File: config.mk
export PLATFORM = sky130hd
export DESIGN_NAME = mols_order_ctrl
export DESIGN_NICKNAME = d
export VERILOG_FILES = /design/src/mols_pkg.sv /design/src/mols_drain_count.sv /design/src/mols_order_ctrl.sv
export SDC_FILE = /design/constraint.sdc
export NUM_CORES = 1
export LEC_CHECK = 0
export BUFFER_PORTS_ARGS = -buffer_cell sky130_fd_sc_hd__buf_2
export CELL_PAD_IN_SITES_DETAIL_PLACEMENT = 2
export CELL_PAD_IN_SITES_GLOBAL_PLACEMENT = 2
export CORE_MARGIN = 5
export CORE_UTILIZATION = 27
export CTS_BUF_LIST = sky130_fd_sc_hd__clkbuf_8
export DETAILED_ROUTE_END_ITERATION = 7
export PLACE_DENSITY = 0.86
export SYNTH_ARGS = -nofsm -noshare
export SYNTH_HDL_FRONTEND = slang
export SYNTH_SLANG_ARGS = --single-unit
File: constraint.sdc
create_clock -name clk -period 1.95 [get_ports clk]
set_input_delay 0.195 -clock clk [delete_from_list [all_inputs] [get_ports clk]]
set_output_delay 0.195 -clock clk [all_outputs]
set_load 0.01 [all_outputs]
File: src/mols_pkg.sv
package mols_pkg;

  localparam int unsigned ADDR_W       = 32;
  localparam int unsigned DATA_W       = 32;
  localparam int unsigned CNT_W        = 16;
  localparam int unsigned ELEM_BYTES   = 4;
  localparam int unsigned SB_DEPTH     = 8;
  localparam int unsigned CLK_PERIOD_NS = 8;

  localparam logic [1:0] ST_SEQ_STORE  = 2'h0;
  localparam logic [1:0] ST_SEQ_STRING = 2'h1;
  localparam logic [1:0] ST_SEQ_LOCK   = 2'h2;

  localparam logic [ADDR_W-1:0] ELEM_STEP = 32'h0000_0004;

endpackage : mols_pkg
File: src/mols_drain_count.sv
`timescale 1ns/1ps

// counts stores that entered the buffer but are not yet globally visible
module mols_drain_count #(
  parameter int unsigned W = 4
) (
  input  wire logic         clk,
  input  wire logic         srst,
  input  wire logic         incr,
  input  wire logic         decr,
  output logic              empty,
  output logic [W-1:0]      count
);

  logic [W-1:0] cnt_ff;

  always_ff @(posedge clk) begin
    if (srst) begin
      cnt_ff <= '0;
    end else begin
      case ({incr, decr})
        2'b10:   cnt_ff <= cnt_ff + W'(1);
        2'b01:   cnt_ff <= cnt_ff - W'(1);
        default: cnt_ff <= cnt_ff;
      endcase
    end
  end

  assign count = cnt_ff;
  assign empty = (cnt_ff == '0);

endmodule : mols_drain_count

File: src/mols_order_ctrl.sv
`timescale 1ns/1ps

// Functional notes
// - a load never performs while any locked instruction older or younger is unfinished.
// - a store after a locked exchange stays invisible until the exchange's write is visible.
// - with fast strings on, element stores of one string op may be made visible in any order.
// - no store of a later string op is visible before all stores of an earlier one are.
// - an ordinary store after a string op is held until all the string op's stores are visible.
// - an interrupted string op keeps only its done part ordered; handler stores may pass it.
// - no string op store is visible before every store older than the string op.
// - a doubleword string store writes one 4-byte element per iteration at rising addresses.
// - locked instructions are issued to memory one at a time, giving one global order.
// - loads perform in program order, one at a time, each after the previous returned.
module mols_order_ctrl #(
  parameter int unsigned ADDR_W = mols_pkg::ADDR_W,
  parameter int unsigned DATA_W = mols_pkg::DATA_W,
  parameter int unsigned CNT_W  = mols_pkg::CNT_W
) (
  input  wire logic              clk,
  input  wire logic              srst,
  input  wire logic              fastStringEn,
  // instruction stream (program order)
  input  wire logic              opValid,
  input  wire logic [1:0]        opKind,
  input  wire logic [ADDR_W-1:0] opAddr,
  input  wire logic [DATA_W-1:0] opData,
  input  wire logic [CNT_W-1:0]  opCount,
  input  wire logic              opIsLoad,
  output logic                   opReady,
  input  wire logic              intrReq,
  // memory side
  output logic                   memValid,
  output logic                   memWrite,
  output logic                   memLocked,
  output logic [ADDR_W-1:0]      memAddr,
  output logic [DATA_W-1:0]      memData,
  input  wire logic              memAccept,
  input  wire logic              memVisible,
  output logic                   stringBusy,
  output logic [CNT_W-1:0]       remainCount,
  output logic                   interrupted
);

  // ------------------------------------------------------------
  // state
  // ------------------------------------------------------------
  typedef enum logic [4:0] {
    S_IDLE  = 5'h01,
    S_DRAIN = 5'h02,
    S_ISSUE = 5'h04,
    S_WAIT  = 5'h08,
    S_STR   = 5'h10
  } mols_state_t;

  typedef struct packed {
    mols_state_t       st;
    logic              write;
    logic              locked;
    logic              isString;
    logic              memValid;
    logic [ADDR_W-1:0] addr;
    logic [DATA_W-1:0] data;
    logic [CNT_W-1:0]  remain;
    logic              ready;
    logic              intr;
    logic              busy;
  } mols_regs_t;

  // the pending counter is narrow; fast strings stop on the accept that fills it so it never wraps to empty
  localparam int unsigned       PEND_W    = 4;
  localparam logic [PEND_W-1:0] PEND_FULL = '1;

  mols_regs_t        r_ff;
  mols_regs_t        nxt_r;
  logic              pendEmpty;
  logic              issueFire;
  logic [PEND_W-1:0] pendCount;

  function automatic logic [ADDR_W-1:0] nextElem(input logic [ADDR_W-1:0] a);
    nextElem = a + mols_pkg::ELEM_STEP;
  endfunction : nextElem

  assign issueFire = r_ff.memValid && memAccept;

  mols_drain_count #(
    .W (PEND_W)
  ) u_pend (
    .clk   (clk),
    .srst  (srst),
    .incr  (issueFire && r_ff.write),
    .decr  (memVisible),
    .empty (pendEmpty),
    .count (pendCount)
  );

  // ------------------------------------------------------------
  // next state
  // ------------------------------------------------------------
  always_comb begin
    nxt_r = r_ff;
    nxt_r.ready = 1'b0;
    case (r_ff.st)
      S_IDLE: begin
        if (opValid && !r_ff.ready) begin
          nxt_r.ready    = 1'b1;
          nxt_r.addr     = opAddr;
          nxt_r.data     = opData;
          nxt_r.write    = !opIsLoad;
          nxt_r.locked   = (opKind == mols_pkg::ST_SEQ_LOCK);
          nxt_r.isString = (opKind == mols_pkg::ST_SEQ_STRING);
          nxt_r.remain   = opCount;
          nxt_r.intr     = 1'b0;
          // every op waits for older stores before its first access: string ops after string
          // locked ops loads around locks
          nxt_r.st       = S_DRAIN;
        end
      end
      S_DRAIN: begin
        if (pendEmpty) begin
          if (r_ff.isString && r_ff.remain == '0) begin
            nxt_r.st = S_IDLE;
          end else begin
            nxt_r.memValid = 1'b1;
            nxt_r.st       = r_ff.isString ? S_STR : S_ISSUE;
          end
        end
      end
      S_ISSUE: begin
        if (memAccept) begin
          nxt_r.memValid = 1'b0;
          nxt_r.st       = S_WAIT;
        end
      end
      S_WAIT: begin
        // locked write must be visible; loads return one at a time
        if (pendEmpty) begin
          nxt_r.st = S_IDLE;
        end
      end
      S_STR: begin
        if (memAccept) begin
          nxt_r.addr   = nextElem(r_ff.addr);
          nxt_r.remain = r_ff.remain - CNT_W'(1);
          // fast strings stream elements without per-element visibility
          if (r_ff.remain == CNT_W'(1)) begin
            nxt_r.memValid = 1'b0;
            nxt_r.st       = S_WAIT;
          end else if (intrReq) begin
            // done part drains, rest resumes later
            nxt_r.memValid = 1'b0;
            nxt_r.intr     = 1'b1;
            nxt_r.st       = S_WAIT;
          // headroom: this accept could fill the counter, so drain before the next
          end else if (!fastStringEn || pendCount >= PEND_FULL - PEND_W'(1)) begin
            nxt_r.memValid = 1'b0;
            nxt_r.st       = S_DRAIN;
          end
        end
      end
      default: begin
        nxt_r.st = S_IDLE;
      end
    endcase
    // registered so the status pin comes straight from a flop
    nxt_r.busy = nxt_r.isString && (nxt_r.st != S_IDLE);
  end

  always_ff @(posedge clk) begin
    if (srst) begin
      r_ff <= '{st: S_IDLE, default: '0};
    end else begin
      r_ff <= nxt_r;
    end
  end

  assign opReady     = r_ff.ready;
  assign memValid    = r_ff.memValid;
  assign memWrite    = r_ff.write;
  assign memLocked   = r_ff.locked;
  assign memAddr     = r_ff.addr;
  assign memData     = r_ff.data;
  assign stringBusy  = r_ff.busy;
  assign remainCount = r_ff.remain;
  assign interrupted = r_ff.intr;
endmodule : mols_order_ctrl

Word-level counts from Yosys, hierarchy flattened
Cells that the tools add are included.
Widths: inputs -> output; s select.
- register bits: 96
- input bits: 90
- output and inout bits: 86
- logic and storage cells: 85
- $add $sub $neg: 4
- magnitude comparators: 1
- equality and inequality tests: 19
- mux-type cells: 29
- bitwise gates (word level): 1
- reductions and logical operators: 19
- operators by type and width (operator ; count):
    $mux 82 ; 1
    $pmux 32 s2 ; 1
    $mux 5 ; 9
    $mux 33 ; 1
    $add 32x3->32 const B ; 1
    $pmux 16 s2 ; 1
    $pmux 5 s5 ; 1
    $eq 16x1->1 const B ; 1
    $logic_not 16->1 ; 1
    $mux 16 ; 1
    $sub 16x1->16 const B ; 1
    $ne 2x2->1 const B ; 7
    $mux 1 ; 10
    $mux 8 ; 1
    $pmux 4 s2 ; 1
    $reduce_and 6->1 ; 1
    $eq 5x1->1 const B ; 1
    $eq 5x2->1 const B ; 1
    $eq 5x3->1 const B ; 1
    $eq 5x4->1 const B ; 1
    $eq 5x5->1 const B ; 1
    $logic_and 1x1->1 ; 5
    $ne 5x1->1 const B ; 1
    $reduce_and 5->1 ; 1
    17 further kinds ; 22

Depth between registers and ports, before layout
- depth after elaboration: 9
- depth in mapped cells: 9
- mapped depth without buffers: 8

Modules after synthesis
From an unflattened synthesis, not the netlist that was laid out.
- cell total of the unflattened synthesis: 732
- area total of the unflattened synthesis: 5830.6 um^2
- modules (own cells, without submodules) (module ; times used ; cells each ; area an instance (um^2) ; seq. area each (um^2)):
    mols_order_ctrl ; 1 ; 703 ; 5570.3 ; 1841.8
    mols_drain_count ; 1 ; 29 ; 260.2 ; 80.1

Worst setup path before layout
No wires, ideal clock.
- path type: input -> register
- from: input port memAccept
- to: register u_pend.cnt_ff[3] (netlist: u_pend.count[3])
- setup time: 70 ps
- arrival: 1836 ps
- data required time: 1880 ps
- setup slack: 44 ps
- cell stages on the path: 9
- buffers on the path: 1
- path through: clkbuf_1 > nand3_1 > ha_1 > ha_1 > a21o_1 > a21oi_1 > xnor2_1 > or3_1 > a21oi_1
- cells in the longest elaborated chain, start to end: 4
- elaborated cells on any way between the ends: 6
- those cells by class: 2 x eq/ne; 1 x mux; 3 x reduce/logical
- RTL lines (element ; RTL line ; RTL):
    from (decl) ; mols_order_ctrl.sv:37 ; input wire logic memAccept,
    $logic_and 1x1->1 * ; mols_order_ctrl.sv:83 ; assign issueFire = r_ff.memValid && memAccept;
    $logic_and 1x1->1 * ; mols_order_ctrl.sv:90 ; .incr (issueFire && r_ff.write),
    $eq 2x1->1 or $eq 2x2->1 (tied branches) ; mols_drain_count.sv:21 ; case ({incr, decr})
    $pmux 4 s2 or $reduce_bool 2->1 (tied branches) ; - ;
    to (signal assigned) ; mols_drain_count.sv:22 ; 2'b10: cnt_ff <= cnt_ff + W'(1);
    to (signal assigned) ; mols_drain_count.sv:23 ; 2'b01: cnt_ff <= cnt_ff - W'(1);
    to (signal assigned) ; mols_drain_count.sv:24 ; default: cnt_ff <= cnt_ff;
    to (decl) ; mols_drain_count.sv:15 ; logic [W-1:0] cnt_ff;
Every way passes the cells marked *; elsewhere a longest branch is shown, timed or not.
A chain may end at the register's enable or synchronous reset.

Final worst setup path
- from: register r_ff, in the netlist remainCount[0]
- to: register r_ff, in the netlist remainCount[13]
- cells in the longest elaborated chain, start to end: 3
- RTL lines (element ; RTL line ; RTL):
    from (decl) ; mols_order_ctrl.sv:73 ; mols_regs_t r_ff;
    from (signal assigned) ; mols_order_ctrl.sv:172 ; r_ff <= nxt_r;
    $sub 16x1->16 ; mols_order_ctrl.sv:143 ; nxt_r.remain = r_ff.remain - CNT_W'(1);
    $mux 16 ; mols_order_ctrl.sv:141 ; if (memAccept) begin
    $pmux 16 s2 ; mols_order_ctrl.sv:102 ; case (r_ff.st)
Every way passes these cells. The select of a mux whose other input is x is not followed.

==> impl_metrics.toml <==
[routing]
drc = 0
drt_iter0_markers = 263
vias_per_cell = 5.20
routed_wl_um = 22400
wl_per_cell_um = 19.9
antenna_left = 0
drtPass1Iterations = 4
vias = 5853

[cts]
h-tree-depth = 3
cts.sinks = 96
cts_root_buf = "clkbuf_8"
insertion_delay_ps = 400
cts_tree = "built"
cts.clk_slew.worst_paths_ps = 100
cts_made_buffers = 9
cts_max_path_buffers = 2

[critical_path]
critical_path_buf_inv_count = 0
worstSetupPathType = "register to register"
crit_family = "simple AND/OR/NAND/NOR gates"
crit_chain = "or4_4 -> nor3_4 -> a32o_1 -> nand2_1 -> a21oi_1"
cp_max_fo = 5
critPathMaxStageDelay_ps = 590
start_kind = "register"
arrival_ps = 2190
end_kind = "register"
cp.required_ps = 2270
critPathSlowestCell = "or4_4"

[synthesis]
yosysTopAreaCell = "dfxtp_1"
synth.area.mux_share_pct = 1.24
synth_fa_ha_area_share_pct = 1.90
synth_top_family_by_area = "simple AND/OR/NAND/NOR gates"
synth_compound_area_share_pct = 21.6
synth_cells = 729
synth_top_area_share_pct = 34.0
synth_ff_type = "dfxtp_1"
synth_edf_count = 0
synth_area_per_cell_sq_um = 7.76
async_flop_share_pct = 0
ys_seq_area_share_pct = 34.0
synthXorXnorAreaFrac_pct = 0.929
yosys_warnings = 0
synth_area_sq_um = 5660
syn_nets = 827
ys_ff_latch = 96
yosys-top-cells-area = "dfxtp_1 34%, buf_4 11%, a21oi_1 7.5%"
synthSimpleGateAreaFrac_pct = 24.8
ys_types = 68

[cells_and_area]
area_growth_pct = 21.7
post-route-util_pct = 33.1
nets = 943
drive_above_1_share_pct = 33.0
layout_common_cells = "174 x buf_2, 93 x dfxtp_1, 91 x nand2_1"
fillerInstances = 2419
final_common_cell = "buf_2"

[floorplan]
core_area_sq_um = 20800
rows = 53
start_util_pct = 27.2
die_h_um = 155
die_area_sq_um = 24000
ios = 176
die_x_um = 155

[global_route]
grt_max_degree = 82
grt_remaining_overflow = 0
grt_antenna_before_repair = 2
grt_pass1_wl_um = 34400
grt_pass1_vias = 6387
grt_util_all_layers_pct = 17.9

[power_and_ir_drop]
finalPower_w = 0.00505
peakVddDrop_mv = 0.283
leakagePower_nw = 2.94
power_density_nw_per_um2 = 733

[timing]
finalMaxSlewViolations = 0
period_minus_slack_ps = 1870
fin_skew_ps = 22.4
tightest_slew_ps = 430
max_slew_margin_pct = 71.2
fin_tns_setup_ps = 0
final_hold_viol_count = 0
rsz0062_at_grt = "yes"
finalSetupViolations = 0
max_freq_mhz = 535
fin_ws_ps = 79.9
finalCritPeriodShare_pct = 95.9

[placement]
hpwl_um = 15900
port-buffer-count = 175
gp_congestion = 0.798
dp_slack_ps = 30.8

[status]
status = "finished, final reports clean"

[run]
max_cap_viol_count = 0

[hold_path]
worstHoldPathType = "primary input to register"
==> cell type report <==
cell class / count / area (sq um) / area share [%]
sequential: 96 / 1930 / 28.0
multi-input combinational: 489 / 2940 / 42.7
clock buffer: 11 / 151 / 2.20
timing repair buffer: 236 / 1430 / 20.7
inverter: 13 / 48.8 / 0.708
antenna: 2 / 5.00 / 0.0727
tap: 275 / 344 / 5.00
clock inverter: 3 / 42.5 / 0.618
==> state kept, by name (all words and copies together) (netlist names) <==
register,count
r_ff,6
memData,32
stringBusy,1
memValid,1
memAddr,32
memLocked,1
remainCount,16
opReady,1
u_pend.count,4
memWrite,1
interrupted,1
==> what timing repair did <==
action / CTS / global route
pin swaps: 0 / 5
resized for setup: 1 / 18
hold buffers: 1 / 0
setup buffers: 0 / 10
hold endpoints to repair: 1 / 0
setup endpoints to repair: 1 / 23
==> cells by family after synthesis <==
| group | Yosys count |
|---|---|
| buffers and inverters | 144 |
| multiplexers | 7 |
| AND/OR/NAND/NOR | 271 |
| adder cells (fa/ha/maj) | 8 |
| XOR/XNOR | 6 |
| flip-flops | 96 |
| AO/OA/AOI/OAI | 197 |
==> stage by stage <==
| stage | cell area, sq um | hold WS [ps] | instances |
|---|---|---|---|
| floorplan | 5660 | 291 | 729 |
| global route | 6890 | 19.7 | 1125 |
| global placement | 6520 | 380 | 1098 |
| detailed placement | 6520 | 389 | 1098 |
| CTS | 6720 | 24.6 | 1113 |
| finish | 6890 | 37.9 | 1125 |
==> cell usage after synthesis, drive strengths merged, types with 4 or more instances <==
master / n
a21oi: 85
clkbuf: 33
and3: 8
and4: 4
a32o: 4
nand2b: 6
nor4: 15
nand2: 91
dfxtp: 96
a22oi: 11
nor3b: 5
nand4: 12
inv: 13
o21ai: 34
a221oi: 5
or3: 6
nor2b: 7
buf: 98
ha: 7
mux2i: 7
nand3: 23
and2: 8
a22o: 4
nor3: 23
o22ai: 6
a31oi: 8
a311oi: 7
nor2: 49
a211oi: 11
==> path summary, 6_finish.rpt <==
kind                                     start         endpoint  slack, ps  cells past startpoint
worst max register to register  remainCount[0]  remainCount[13]         80                      5
worst min register to register     memData[10]      memData[10]        460                      2
worst max-delay path            remainCount[0]  remainCount[13]         80                      5
worst min-delay path                 opData[2]       memData[2]         40                      3
==> layer usage <==
layer / GRT usage (%) / vias to the layer above / share of wire [%] / wire length [um]
met3: 3.13 / 37 / 4.4 / 977
met2: 32.7 / 138 / 53 / 11800
met5: 0 / - / 0 / 0
met4: 7.91 / 0 / 2.6 / 573
li1: - / 2749 / - / -
met1: 20.4 / 2929 / 40 / 8980
==> power by group <==
| part | internal, W | switching (W) |
|---|---|---|
| sequential | 0.00211 | 0.000144 |
| clock | 0.000652 | 0.000768 |
| combinational | 0.000581 | 0.000794 |
==> worst register-to-register path: cells and delay by family, from the launching register on <==
kind / cells / cell delay (ps)
and+or+nand+nor: 3 / 1030
AOI/OAI and AO/OA: 2 / 410
DFF: 1 / 370
Power figures use the tool's default switching activity.
